`src/verilog/gmm_pkg.sv`:
```
// Purpose: constants, types and register map of the GMII/MII MAC link setup block
// Assumes: one 25 MHz system clock, PHY clocks sampled as plain inputs
// Notes:   register offsets are byte addresses on the plain register port
//
// Function
// RL1 - 10/100 runs half or full duplex; 1000 always runs full duplex.
// RL2 - gigabit drives eight data bits, enable and error on MAC-made transmit clock.
// RL3 - gigabit receive takes eight bits, valid and error on PHY receive clock.
// RL4 - 10/100 drives four data bits timed by the PHY transmit clock.
// RL5 - 10/100 receive uses only the low nibble of the receive bus.
// RL6 - no management pins; software pins offered to emulate PHY register access.
// RL7 - no PHY speed/duplex pins; duplex forced, rate forced or auto-detected.
// RL8 - board holds factory test selects low and diagnostic input high.
// RL9 - port runs GMII/MII only when interface select equals 01.
// RL10 - forced duplex takes software setting; reported duplex mirrors it.
// RL11 - forced rate uses software rate field; status mirrors it.
// RL12 - unforced with auto-detect on, rate computed from PHY clocks and reported.
// RL13 - link up status is PHY link input ANDed with link attach enable.
// RL14 - without link attach enable the PHY link is ignored, no traffic.
// RL15 - software sets pause enables after reading PHY flow-control resolution.
// RL16 - fully forced setup: PHY forces link; link up proves nothing.
// RL17 - qualified link transitions trigger re-evaluation of rate setup.
// RL18 - software writes duplex and rate after PHY reports link negotiated.
// RL19 - PHY link input is active high.
// RL20 - collision and carrier sense ignored in full duplex.
// RL21 - carrier sense is synchronised before use.
// RL22 - link, rate and duplex controls are synchronised before acting on paths.

package gmm_pkg;

	// ******************************************
	// register map
	// ******************************************
	localparam logic [7:0] ADDR_CTRL    = 8'h00;
	localparam logic [7:0] ADDR_STATUS  = 8'h04;
	localparam logic [7:0] ADDR_SOFTPIN = 8'h08;

	localparam int CTRL_DUPLEX_BIT   = 0;
	localparam int CTRL_FRC_DPX_BIT  = 1;
	localparam int CTRL_FRC_RATE_BIT = 2;
	localparam int CTRL_AUTO_BIT     = 3;
	localparam int CTRL_ATTACH_BIT   = 4;
	localparam int CTRL_RXP_BIT      = 5;
	localparam int CTRL_TXP_BIT      = 6;
	localparam int CTRL_RATE_LSB     = 8;
	localparam int CTRL_IFSEL_LSB    = 10;

	localparam int STAT_DUPLEX_BIT = 0;
	localparam int STAT_LINK_BIT   = 1;
	localparam int STAT_RATE_LSB   = 2;
	localparam int STAT_MODE_BIT   = 4;
	localparam int STAT_TXBUSY_BIT = 5;

	localparam int SOFT_DATA_LSB = 0;
	localparam int SOFT_DIR_LSB  = 8;
	localparam int SOFT_PINS     = 4;

	// ******************************************
	// encodings and reset values
	// ******************************************
	localparam logic [1:0] RATE_10   = 2'h0;
	localparam logic [1:0] RATE_100  = 2'h1;
	localparam logic [1:0] RATE_1000 = 2'h2;
	localparam logic [1:0] IFSEL_GMII = 2'h1;
	localparam logic [1:0] CTRL_RATE_RST  = 2'h0;
	localparam logic [1:0] CTRL_IFSEL_RST = 2'h0;
	localparam logic [3:0] SOFT_RST       = 4'h0;

	// ******************************************
	// rate detection timing
	// ******************************************
	localparam int SYS_CLK_MHZ     = 25;
	localparam int FAST_PERIOD_NS  = 40;
	localparam int SLOW_PERIOD_NS  = 400;
	// a count of system cycles between receive clock rises above GIG_MAX_CYC and at or below this is 100 Mbps
	localparam int FAST_MAX_CYC    = (SLOW_PERIOD_NS * SYS_CLK_MHZ) / 1000 / 2;
	localparam logic [7:0] CNT_MAX = 8'hff;
	localparam logic [7:0] GIG_MAX_CYC = 8'h01;

	typedef enum {TX_IDLE, TX_DATA} gmm_tx_e;

	typedef struct packed {
		logic [1:0] ifsel;
		logic [1:0] rate;
		logic       tx_pause;
		logic       rx_pause;
		logic       attach;
		logic       auto_det;
		logic       frc_rate;
		logic       frc_dpx;
		logic       duplex;
	} gmm_ctrl_s;

	typedef struct packed {
		logic [7:0] data;
		logic       dv;
		logic       er;
	} gmm_rx_s;

endpackage : gmm_pkg

```
`src/verilog/gmm_sync.sv`:
```
// Purpose: two flip-flop synchroniser for pin inputs
// Assumes: each bit is sampled independently
// Notes:   first stage is read only by the second

`timescale 1ns/1ps

module gmm_sync #(
	parameter int WIDTH = 1
) (
	input  wire logic             clk_i,
	input  wire logic             rst_i,
	input  wire logic [WIDTH-1:0] d_i,
	output logic      [WIDTH-1:0] q_o
);

	logic [WIDTH-1:0] meta_reg;

	always_ff @(posedge clk_i) begin
		if (rst_i) begin
			meta_reg <= '0;
			q_o      <= '0;
		end else begin
			meta_reg <= d_i;
			q_o      <= meta_reg;
		end
	end

endmodule : gmm_sync

```
`src/verilog/gmm_mac_link.sv`:
```
// Purpose: MAC side of an external GMII/MII port with link setup controls
// Assumes: PHY clocks slower than half the system clock; pins are asynchronous
// Notes:   gigabit timing is scaled to the system clock divider

`timescale 1ns/1ps

module gmm_mac_link (
	input  wire logic        clk_i,
	input  wire logic        rst_i,
	// register port
	input  wire logic [7:0]  reg_addr_i,
	input  wire logic [31:0] reg_wdata_i,
	input  wire logic        reg_wr_i,
	input  wire logic        reg_rd_i,
	output logic      [31:0] reg_rdata_o,
	// user transmit stream
	input  wire logic [7:0]  tx_data_i,
	input  wire logic        tx_valid_i,
	input  wire logic        tx_last_i,
	output logic             tx_ready_o,
	input  wire logic        pause_req_i,
	// user receive stream
	output logic      [7:0]  rx_data_o,
	output logic             rx_valid_o,
	output logic             rx_end_o,
	output logic             rx_error_o,
	output logic             rx_pause_en_o,
	// PHY pins
	output logic             gtx_clk_o,
	input  wire logic        mii_tx_clock_i,
	output logic      [7:0]  phy_txd_o,
	output logic             phy_tx_en_o,
	output logic             phy_tx_er_o,
	input  wire logic        phy_rx_clk_i,
	input  wire logic [7:0]  phy_rxd_i,
	input  wire logic        phy_rx_dv_i,
	input  wire logic        phy_rx_er_i,
	input  wire logic        phy_crs_i,
	input  wire logic        phy_col_i,
	input  wire logic        phy_link_i,
	// software pins
	input  wire logic [3:0]  soft_pins_i,
	output logic      [3:0]  soft_pins_o,
	output logic      [3:0]  soft_pins_oe_o
);

	// ******************************************
	// pin synchronisers
	// ******************************************
	gmm_pkg::gmm_rx_s rx_pin;
	gmm_pkg::gmm_rx_s rx_s;
	logic             txc_s;
	logic             rxc_s;
	logic             crs_s;
	logic             col_s;
	logic             link_s;
	logic [3:0]       soft_s;

	assign rx_pin = '{data: phy_rxd_i, dv: phy_rx_dv_i, er: phy_rx_er_i};

	// receive clock and data pass the same delay, so edges stay aligned
	gmm_sync #(.WIDTH(11)) u_sync_rx (
		.clk_i (clk_i),
		.rst_i (rst_i),
		.d_i   ({phy_rx_clk_i, rx_pin}),
		.q_o   ({rxc_s, rx_s})
	); // [RL3]

	gmm_sync #(.WIDTH(4)) u_sync_ctl (
		.clk_i (clk_i),
		.rst_i (rst_i),
		.d_i   ({mii_tx_clock_i, phy_crs_i, phy_col_i, phy_link_i}),
		.q_o   ({txc_s, crs_s, col_s, link_s})
	); // [RL21] [RL22]

	gmm_sync #(.WIDTH(4)) u_sync_soft (
		.clk_i (clk_i),
		.rst_i (rst_i),
		.d_i   (soft_pins_i),
		.q_o   (soft_s)
	);

	// ******************************************
	// registers
	// ******************************************
	gmm_pkg::gmm_ctrl_s ctrl_reg;
	logic [3:0]         soft_data_reg;
	logic [3:0]         soft_dir_reg;

	always_ff @(posedge clk_i) begin
		if (rst_i) begin
			ctrl_reg <= '{ifsel: gmm_pkg::CTRL_IFSEL_RST, rate: gmm_pkg::CTRL_RATE_RST,
			              default: 1'b0};
		end else if (reg_wr_i && reg_addr_i == gmm_pkg::ADDR_CTRL) begin
			ctrl_reg.duplex   <= reg_wdata_i[gmm_pkg::CTRL_DUPLEX_BIT];
			ctrl_reg.frc_dpx  <= reg_wdata_i[gmm_pkg::CTRL_FRC_DPX_BIT];
			ctrl_reg.frc_rate <= reg_wdata_i[gmm_pkg::CTRL_FRC_RATE_BIT];
			ctrl_reg.auto_det <= reg_wdata_i[gmm_pkg::CTRL_AUTO_BIT];
			ctrl_reg.attach   <= reg_wdata_i[gmm_pkg::CTRL_ATTACH_BIT];
			ctrl_reg.rx_pause <= reg_wdata_i[gmm_pkg::CTRL_RXP_BIT];
			ctrl_reg.tx_pause <= reg_wdata_i[gmm_pkg::CTRL_TXP_BIT];
			ctrl_reg.rate     <= reg_wdata_i[gmm_pkg::CTRL_RATE_LSB +: 2];
			ctrl_reg.ifsel    <= reg_wdata_i[gmm_pkg::CTRL_IFSEL_LSB +: 2];
		end
	end

	// software pins stand in for the missing management pins
	always_ff @(posedge clk_i) begin
		if (rst_i) begin
			soft_data_reg <= gmm_pkg::SOFT_RST;
			soft_dir_reg  <= gmm_pkg::SOFT_RST;
		end else if (reg_wr_i && reg_addr_i == gmm_pkg::ADDR_SOFTPIN) begin
			soft_data_reg <= reg_wdata_i[gmm_pkg::SOFT_DATA_LSB +: gmm_pkg::SOFT_PINS];
			soft_dir_reg  <= reg_wdata_i[gmm_pkg::SOFT_DIR_LSB +: gmm_pkg::SOFT_PINS];
		end
	end // [RL6]

	assign soft_pins_o    = soft_data_reg;
	assign soft_pins_oe_o = soft_dir_reg;

	// ******************************************
	// link qualification and rate selection
	// ******************************************
	logic       mode_ok;
	logic       link_up;
	logic       link_up_d_reg;
	logic       link_active;
	logic [1:0] meas_rate_reg;
	logic [1:0] auto_rate_reg;
	logic [1:0] eff_rate;
	logic       eff_full;
	logic       half_dup;
	logic       is_gig;
	logic [7:0] per_cnt_reg;
	logic       rxc_d_reg;
	logic       txc_d_reg;
	logic       rx_rise;
	logic       tx_rise;

	assign mode_ok     = ctrl_reg.ifsel == gmm_pkg::IFSEL_GMII; // [RL9]
	assign link_up     = link_s & ctrl_reg.attach; // [RL13] [RL19]
	assign link_active = link_up & mode_ok; // [RL14]

	always_ff @(posedge clk_i) begin
		if (rst_i) begin
			rxc_d_reg <= 1'b0;
			txc_d_reg <= 1'b0;
		end else begin
			rxc_d_reg <= rxc_s;
			txc_d_reg <= txc_s;
		end
	end

	assign rx_rise = rxc_s & ~rxc_d_reg;
	assign tx_rise = txc_s & ~txc_d_reg;

	// receive clock period measurement for auto-detect
	always_ff @(posedge clk_i) begin
		if (rst_i) begin
			per_cnt_reg   <= 8'h00;
			meas_rate_reg <= gmm_pkg::RATE_10;
		end else if (rx_rise) begin
			per_cnt_reg <= 8'h00;
			if (per_cnt_reg <= gmm_pkg::GIG_MAX_CYC) begin
				meas_rate_reg <= gmm_pkg::RATE_1000;
			end else if (per_cnt_reg <= 8'(gmm_pkg::FAST_MAX_CYC)) begin
				meas_rate_reg <= gmm_pkg::RATE_100;
			end else begin
				meas_rate_reg <= gmm_pkg::RATE_10;
			end
		end else if (per_cnt_reg != gmm_pkg::CNT_MAX) begin
			per_cnt_reg <= per_cnt_reg + 8'h01;
		end
	end // [RL12]

	// detected rate re-evaluated on each qualified link transition
	always_ff @(posedge clk_i) begin
		if (rst_i) begin
			link_up_d_reg <= 1'b0;
			auto_rate_reg <= gmm_pkg::RATE_10;
		end else begin
			link_up_d_reg <= link_up;
			if (link_up != link_up_d_reg) begin
				auto_rate_reg <= meas_rate_reg;
			end
		end
	end // [RL17]

	always_comb begin
		if (ctrl_reg.frc_rate) begin
			eff_rate = ctrl_reg.rate; // [RL11]
		end else if (ctrl_reg.auto_det) begin
			eff_rate = auto_rate_reg; // [RL12] [RL7]
		end else begin
			eff_rate = ctrl_reg.rate;
		end
	end

	assign is_gig   = eff_rate == gmm_pkg::RATE_1000;
	// no duplex pin from the PHY: unforced duplex defaults to full
	assign eff_full = is_gig | ~ctrl_reg.frc_dpx | ctrl_reg.duplex; // [RL1] [RL10] [RL7]
	assign half_dup = ~eff_full;

	// ******************************************
	// transmit path
	// ******************************************
	gmm_pkg::gmm_tx_e tx_state_reg;
	logic             gtx_reg;
	logic             tick;
	logic             nib_hi_reg;
	logic             last_reg;
	logic [3:0]       hi_nib_reg;
	logic             start_ok;
	logic             take;

	// gigabit transmit clock divided from the system clock
	always_ff @(posedge clk_i) begin
		if (rst_i) begin
			gtx_reg <= 1'b0;
		end else begin
			gtx_reg <= is_gig & mode_ok & ~gtx_reg;
		end
	end // [RL2]

	assign gtx_clk_o = gtx_reg;
	// data changes as the gigabit clock falls, PHY samples at its rise
	assign tick = is_gig ? gtx_reg : tx_rise; // [RL2] [RL4]

	assign start_ok = link_active & ~(half_dup & crs_s) & ~(ctrl_reg.tx_pause & pause_req_i);

	always_comb begin
		if (!tick) begin
			take = 1'b0;
		end else if (tx_state_reg == gmm_pkg::TX_DATA) begin
			take = ~nib_hi_reg & ~last_reg & link_active;
		end else begin
			take = start_ok;
		end
	end

	assign tx_ready_o = take;

	always_ff @(posedge clk_i) begin
		if (rst_i) begin
			tx_state_reg <= gmm_pkg::TX_IDLE;
			phy_txd_o    <= 8'h00;
			phy_tx_en_o  <= 1'b0;
			phy_tx_er_o  <= 1'b0;
			nib_hi_reg   <= 1'b0;
			last_reg     <= 1'b0;
			hi_nib_reg   <= 4'h0;
		end else if (tick) begin
			case (tx_state_reg)
				gmm_pkg::TX_IDLE: begin
					phy_tx_er_o <= 1'b0;
					if (take && tx_valid_i) begin
						tx_state_reg <= gmm_pkg::TX_DATA;
						phy_tx_en_o  <= 1'b1;
						phy_txd_o    <= is_gig ? tx_data_i : {4'h0, tx_data_i[3:0]};
						hi_nib_reg   <= tx_data_i[7:4];
						nib_hi_reg   <= ~is_gig;
						last_reg     <= tx_last_i;
					end else begin
						phy_tx_en_o <= 1'b0;
						phy_txd_o   <= 8'h00;
					end
				end
				gmm_pkg::TX_DATA: begin
					if (nib_hi_reg) begin
						phy_txd_o  <= {4'h0, hi_nib_reg}; // [RL4]
						nib_hi_reg <= 1'b0;
					end else if (take && tx_valid_i) begin
						phy_txd_o  <= is_gig ? tx_data_i : {4'h0, tx_data_i[3:0]};
						hi_nib_reg <= tx_data_i[7:4];
						nib_hi_reg <= ~is_gig;
						last_reg   <= tx_last_i;
					end else begin
						// underrun or link loss marks the frame bad at gigabit
						tx_state_reg <= gmm_pkg::TX_IDLE;
						phy_tx_en_o  <= 1'b0;
						phy_tx_er_o  <= ~last_reg & is_gig; // [RL2]
						phy_txd_o    <= 8'h00;
						last_reg     <= 1'b0;
					end
				end
				default: begin
					tx_state_reg <= gmm_pkg::TX_IDLE;
					phy_tx_en_o  <= 1'b0;
				end
			endcase
		end
	end

	// ******************************************
	// receive path
	// ******************************************
	logic       rx_act_reg;
	logic       rx_half_reg;
	logic [3:0] rx_lo_reg;
	logic       rx_bad_reg;
	logic       col_seen;

	// collision only counts in half duplex
	assign col_seen = half_dup & col_s; // [RL20]

	always_ff @(posedge clk_i) begin
		if (rst_i) begin
			rx_act_reg  <= 1'b0;
			rx_half_reg <= 1'b0;
			rx_lo_reg   <= 4'h0;
			rx_bad_reg  <= 1'b0;
			rx_data_o   <= 8'h00;
			rx_valid_o  <= 1'b0;
			rx_end_o    <= 1'b0;
			rx_error_o  <= 1'b0;
		end else begin
			rx_valid_o <= 1'b0;
			rx_end_o   <= 1'b0;
			if (rx_rise && link_active) begin // [RL14]
				if (rx_s.dv) begin
					rx_act_reg <= 1'b1;
					rx_bad_reg <= rx_bad_reg | rx_s.er | col_seen;
					if (is_gig) begin
						rx_data_o  <= rx_s.data; // [RL3]
						rx_valid_o <= 1'b1;
					end else if (rx_half_reg) begin
						rx_data_o   <= {rx_s.data[3:0], rx_lo_reg}; // [RL5]
						rx_valid_o  <= 1'b1;
						rx_half_reg <= 1'b0;
					end else begin
						rx_lo_reg   <= rx_s.data[3:0]; // [RL5]
						rx_half_reg <= 1'b1;
					end
				end else if (rx_act_reg) begin
					// odd trailing nibble is dropped and flags the frame
					rx_end_o    <= 1'b1;
					rx_error_o  <= rx_bad_reg | rx_half_reg;
					rx_act_reg  <= 1'b0;
					rx_half_reg <= 1'b0;
					rx_bad_reg  <= 1'b0;
				end
			end else if (!link_active && rx_act_reg) begin
				rx_end_o    <= 1'b1;
				rx_error_o  <= 1'b1;
				rx_act_reg  <= 1'b0;
				rx_half_reg <= 1'b0;
				rx_bad_reg  <= 1'b0;
			end
		end
	end

	assign rx_pause_en_o = ctrl_reg.rx_pause;

	// ******************************************
	// register read
	// ******************************************
	logic [31:0] rd_mux;

	always_comb begin
		rd_mux = 32'h0000_0000;
		case (reg_addr_i)
			gmm_pkg::ADDR_CTRL: begin
				rd_mux[gmm_pkg::CTRL_DUPLEX_BIT]    = ctrl_reg.duplex;
				rd_mux[gmm_pkg::CTRL_FRC_DPX_BIT]   = ctrl_reg.frc_dpx;
				rd_mux[gmm_pkg::CTRL_FRC_RATE_BIT]  = ctrl_reg.frc_rate;
				rd_mux[gmm_pkg::CTRL_AUTO_BIT]      = ctrl_reg.auto_det;
				rd_mux[gmm_pkg::CTRL_ATTACH_BIT]    = ctrl_reg.attach;
				rd_mux[gmm_pkg::CTRL_RXP_BIT]       = ctrl_reg.rx_pause;
				rd_mux[gmm_pkg::CTRL_TXP_BIT]       = ctrl_reg.tx_pause;
				rd_mux[gmm_pkg::CTRL_RATE_LSB +: 2] = ctrl_reg.rate;
				rd_mux[gmm_pkg::CTRL_IFSEL_LSB +: 2] = ctrl_reg.ifsel;
			end
			gmm_pkg::ADDR_STATUS: begin
				rd_mux[gmm_pkg::STAT_DUPLEX_BIT]    = ctrl_reg.duplex; // [RL10]
				rd_mux[gmm_pkg::STAT_LINK_BIT]      = link_up; // [RL13]
				rd_mux[gmm_pkg::STAT_RATE_LSB +: 2] = eff_rate; // [RL11] [RL12]
				rd_mux[gmm_pkg::STAT_MODE_BIT]      = mode_ok;
				rd_mux[gmm_pkg::STAT_TXBUSY_BIT]    = phy_tx_en_o;
			end
			gmm_pkg::ADDR_SOFTPIN: begin
				rd_mux[gmm_pkg::SOFT_DATA_LSB +: 4] = soft_s;
				rd_mux[gmm_pkg::SOFT_DIR_LSB +: 4]  = soft_dir_reg;
			end
			default: begin
				rd_mux = 32'h0000_0000;
			end
		endcase
	end

	always_ff @(posedge clk_i) begin
		if (rst_i) begin
			reg_rdata_o <= 32'h0000_0000;
		end else if (reg_rd_i) begin
			reg_rdata_o <= rd_mux;
		end else begin
			reg_rdata_o <= 32'h0000_0000;
		end
	end

endmodule : gmm_mac_link

```
`config.mk`:
```
export PLATFORM = sky130hd
export DESIGN_NAME = gmm_mac_link
export DESIGN_NICKNAME = d
export VERILOG_FILES = /design/src/verilog/gmm_pkg.sv /design/src/verilog/gmm_sync.sv /design/src/verilog/gmm_mac_link.sv
export SDC_FILE = /design/constraint.sdc
export NUM_CORES = 1
export LEC_CHECK = 0
export BUFFER_PORTS_ARGS = -buffer_cell sky130_fd_sc_hd__buf_2
export CAP_MARGIN = 20
export CORE_UTILIZATION = 50
export DETAILED_ROUTE_END_ITERATION = 6
export GPL_ROUTABILITY_DRIVEN = 0
export PLACE_DENSITY_LB_ADDON = 0.2
export SLEW_MARGIN = 5
export SYNTH_ARGS = -nofsm -noshare
export SYNTH_HDL_FRONTEND = slang
export SYNTH_HIERARCHICAL = 1
export SYNTH_SLANG_ARGS = --single-unit
```
`constraint.sdc`:
```
create_clock -name clk_i -period 2.4 [get_ports clk_i]
set_clock_uncertainty 0.1 [all_clocks]
set_input_delay 0.6 -clock clk_i [delete_from_list [all_inputs] [get_ports clk_i]]
set_output_delay 0.6 -clock clk_i [all_outputs]
set_load 0.03 [all_outputs]
```
Word-level counts from Yosys, hierarchy flattened:

Index checks and enable logic that the tools add are counted.

* $add $sub $neg: 1
* magnitude comparators: 2
* equal/unequal tests: 15
* muxes and demuxes: 58
* bitwise gates (word level): 34
* reduce and logical (&&, ||, !) cells: 27

Operator list (count)
* two-way mux 32 bit: 3
* one-hot mux 32 bit (2 select lines): 1
* two-way mux 8 bit: 5
* two-way mux 1 bit: 35
* equality test 32 x 1 -> 1 bit, second input constant: 1
* equality test 32 x 2 -> 1 bit, second input constant: 1
* logical NOT 32 bit: 1
* AND reduction 3 bit: 6
* one-hot mux 4 bit (2 select lines): 2
* one-hot mux 8 bit (2 select lines): 1
* AND reduction 4 bit: 4
* inverter 1 bit: 15
* bitwise AND 1 bit: 14
* one-hot mux 4 bit (3 select lines): 1
* != test 2 bit, second input constant: 5
* adder 8 x 1 -> 8 bit, second input constant: 1
* equality test 8 x 3 -> 1 bit, second input constant: 1
* equality test 8 x 4 -> 1 bit, second input constant: 1
* <= comparator 8 x 1 -> 1 bit, second input constant: 1
* <= comparator 8 x 3 -> 1 bit, second input constant: 1
* logical NOT 8 bit: 1
* two-way mux 4 bit: 2
* != test 8 bit, second input constant: 1
* one-hot mux 1 bit (2 select lines): 4
* 14 further kinds: 29

* flip-flop bits (word level): 171
* input bits: 74
* output and inout bits: 64
* logic and storage cells: 179

Logic depth before layout (Yosys ltp):

* depth in word-level cells: 16
* gate-level depth with buffers: 9
* mapped depth without buffers: 8

Hierarchy:

The synthesis kept the hierarchy.

By module, submodules not included
* gmm_mac_link: times used 1, cells each 400, area each 3683.5 um^2, seq. area each 1621.6 um^2
* gmm_sync (u_sync_rx): times used 1, cells each 46, area each 640.6 um^2, seq. area each 440.4 um^2
* gmm_sync (u_sync_ctl ...): times used 2, cells each 16, area each 210.2 um^2, seq. area each 160.2 um^2

Worst setup path after synthesis:

Ideal clock, no wire load.

* path kind: reg-to-output
* from: register ctrl_reg[2] (netlist bit)
* to: output port tx_ready_o
* data arrival time: 1.698 ns
* data required time: 1.700 ns
* path slack: 0.002 ns
* cell stages (with the launch flop): 5
* path buffers: 0
* cells stage by stage: dfxtp_1 > and2b_4 > o2111ai_2 > a2bb2oi_2 > nor3_1

* word-level cells in the longest chain between the ends: 11
* elaborated cells between the ends (all ways): 12
* those cells by class: 1 x eq/ne; 4 x mux; 7 x bitwise

RTL lines
* start: declaration: line gmm_mac_link.sv:86 `gmm_pkg::gmm_ctrl_s ctrl_reg;`
* start signal: assignment: line gmm_mac_link.sv:92 `ctrl_reg <= '{ifsel: gmm_pkg::CTRL_IFSEL_RST, rate: gmm_pkg::CTRL_RATE_RST,`
* two-way mux 2 bit (*): line gmm_mac_link.sv:190 `if (ctrl_reg.frc_rate) begin`
* equality test 2 bit (*): line gmm_mac_link.sv:199 `assign is_gig = eff_rate == gmm_pkg::RATE_1000;`
* bitwise OR 1 bit (2 in a row): line gmm_mac_link.sv:201 `assign eff_full = is_gig | ~ctrl_reg.frc_dpx | ctrl_reg.duplex;`
* inverter 1 bit: line gmm_mac_link.sv:202 `assign half_dup = ~eff_full;`
* bitwise AND 1 bit: line gmm_mac_link.sv:229 `assign start_ok = link_active & ~(half_dup & crs_s) & ~(ctrl_reg.tx_pause & pause_req_i);`
* inverter 1 bit: line gmm_mac_link.sv:229
* bitwise AND 1 bit (2 in a row): line gmm_mac_link.sv:229
* two-way mux 1 bit: line gmm_mac_link.sv:234 `end else if (tx_state_reg == gmm_pkg::TX_DATA) begin`
* two-way mux 1 bit (*): line gmm_mac_link.sv:232 `if (!tick) begin`
* end: declaration: line gmm_mac_link.sv:20 `output logic tx_ready_o,`

Mark *: on every way between the ends. The rest lies on a longest branch, timed or not.

Final worst setup path:

Same ends and word-level chain as after synthesis.

==> results.toml <==
[run_status]
status = "finished with violations"
violations = "negative setup slack"

[detailed_routing]
drtIter0Drc = 120
drc = 0
wl_um = 9090
avgViaCountPerCell = 5.01
dr.pass1.iters = 6
routed-via-count = 3539
antenna_left = 0
wl_per_cell_um = 12.9

[final_layout]
post-route-util_pct = 64.5
finalNonFillerCells = 707
design_area_um2 = 5930
layout_common_cells = "dfxtp_1 (115), buf_2 (93), nor2_1 (63)"
drive_gt1_share_pct = 28.7
n_antenna_cell = 0
mostFrequentLayoutCell = "dfxtp_1"
area_growth_pct = 25.0
fin_nets = 663

[global_route]
grt_pass1_vias = 3367
met2_usage_pct = 32.9
busiest_layer = "met2"
track_usage_pct = 19.7
gr-usage-met1_pct = 23.9
antenna_found_initial = 0
met3_usage_pct = 5.97
grt_pass1_wl_um = 15200
grt_overflow_total = 0
grt_max_degree = 73

[clock_tree]
clock-root-buffer = "clkbuf_8"
clk_latency_ps = 510
cts_made_buffers = 17
htreeDepth = 4
cts_tree = "done"
cts_max_path_buffers = 2
cts_num_sinks = 119
path_clk_slew_ps = 60

[sta]
worst_hold_slack_ps = 197
fin_ws_ps = -117
max_freq_mhz = 397
worst_pin_slew_ps = 555
period_minus_slack_ps = 2520
hold_viol = 0
finalSetupTns_ps = -117
rsz0062_at_grt = "true"
fin_crit_sh_pct = 105
maxSlewHeadroom_pct = 63.0
setup_viol = 1
final_max_slew_viol_count = 0

[critical_path]
cp-start-kind = "register"
path_class = "reg2out"
crit_path_end_kind = "output pin"
worstPathMaxFanout = 4
required_ps = 1700
crit_path_max_incr_delay_ps = 330
slowest_stage = "dfxtp_2"
crit_arrival_ps = 1820
crit_chain = "and2b_4 -> o2111ai_4 -> a2bb2oi_2 -> nor3_2 -> buf_4"

[power]
irDropWorstVdd_mv = 0.534
power_mw = 4.78
power_density_nw_per_um2 = 806
leakagePower_nw = 2.58

[logic_synthesis]
syn_avg_cell_area_um2 = 9.93
ys_ff_latch = 119
synthArstFlopShare_pct = 0
ys_seq_area_share_pct = 50.2
synth_cell_types = 56
yosysWarnings = 6
synthFlopType = "dfxtp_1"
synth_area_um2 = 4740
synth_cells = 478
synth_edf_count = 0

[place]
dpl.hpwl_um = 6330
post-place-ws_ps = 233
portBuffers = 95
dpl_cell_area_um2 = 5250
numPlacedInstances = 672

[floorplan]
row_count = 35
die_x_um = 99.4
dieArea_um2 = 9880
start_util_pct = 51.6
core_area_um2 = 9200
die_y_um = 99.4
ioPinCount = 138

[job]
max-cap-violations = 0

[worst_hold_path]
worstHoldPathType = "in2reg"
timing repair:
action,4_1_cts,5_1_grt
hold buffers,0,0
pin swaps,3,0
resized for setup,12,1
setup endpoints to repair,1,2
setup buffers,3,0
worst max-delay path: cells and delay by family, from the launching register on:
kind,cells,cell delay (ps)
AO/OA/AOI/OAI,2,310
AND/OR/NAND/NOR,2,460
flip-flops,1,330
buffers and inverters,1,200
path summary, 6_finish.rpt:
path / from / endpoint / slack (ps) / depth (start not counted)
max reg2reg: ctrl_reg[2] / nib_hi_reg / 270 / 9
max: ctrl_reg[2] / tx_ready_o / -120 / 5
min: phy_rxd_i[5] / u_sync_rx/meta_reg[7] / 200 / 2
min reg2reg: u_sync_rx/meta_reg[8] / u_sync_rx/q_o[8] / 330 / 1
where the power goes:
part           internal (mW)  switching, mW  total, mW
logic                 0.0842          0.132      0.216
clock network           1.60          0.933       2.54
registers               2.01         0.0164       2.03
logic make-up (layout without fill, tap and decap cells):
group | count (synthesis) | after routing | share of synthesized area, %
and+or+nand+nor | 198 | 198 | 21.8
DFF | 119 | 119 | 50.2
AOI/OAI and AO/OA | 51 | 51 | 8.81
buffers and inverters | 49 | 147 | 6.33
muxes | 48 | 48 | 10.1
adders and majority gates | 6 | 6 | 1.58
xor gates and xnor gates | 6 | 6 | 1.11
other | 1 | 21 | 0.0790
metal layers:
metal  vias to the layer above  share of wire, %
met2                       110                48
li1                       1790                 -
met1                      1629                46
met5                         -                 0
met4                         0               1.2
met3                        10               4.6
area by class of cell:
cell class,instances,area (um^2)
fill,775,3270
sequential,119,2390
multi-input combinational,330,2190
timing repair buffer,107,583
clock buffer,17,414
clock inverter,15,190
tap,111,139
inverter,8,30.0
cell usage after synthesis, types with 3 or more instances:
cell type | n | area share (%)
dfxtp_1 | 119 | 50
nor2_1 | 64 | 5.1
mux2i_1 | 48 | 10
nand2_1 | 45 | 3.6
nor2b_1 | 25 | 3.3
buf_4 | 24 | 3.8
nor2b_2 | 15 | 2.8
clkbuf_1 | 10 | 0.79
a311oi_1 | 8 | 1.5
inv_1 | 7 | 0.55
nor3_1 | 7 | 0.74
o21a_1 | 7 | 1.1
ha_1 | 6 | 1.6
a21oi_1 | 5 | 0.53
and2_1 | 5 | 0.66
nand2b_1 | 5 | 0.66
a22oi_1 | 4 | 0.63
a31o_1 | 4 | 0.74
nand3_1 | 4 | 0.42
o21ai_0 | 4 | 0.42
xor2_1 | 4 | 0.74
and3_1 | 3 | 0.40
buf_2 | 3 | 0.32
buf_6 | 3 | 0.71
nand3b_1 | 3 | 0.47
nand4_1 | 3 | 0.40
nor4_1 | 3 | 0.40
o21ai_1 | 3 | 0.32
o22a_1 | 3 | 0.55
No activity file was read; power rests on OpenSTA's default activity.
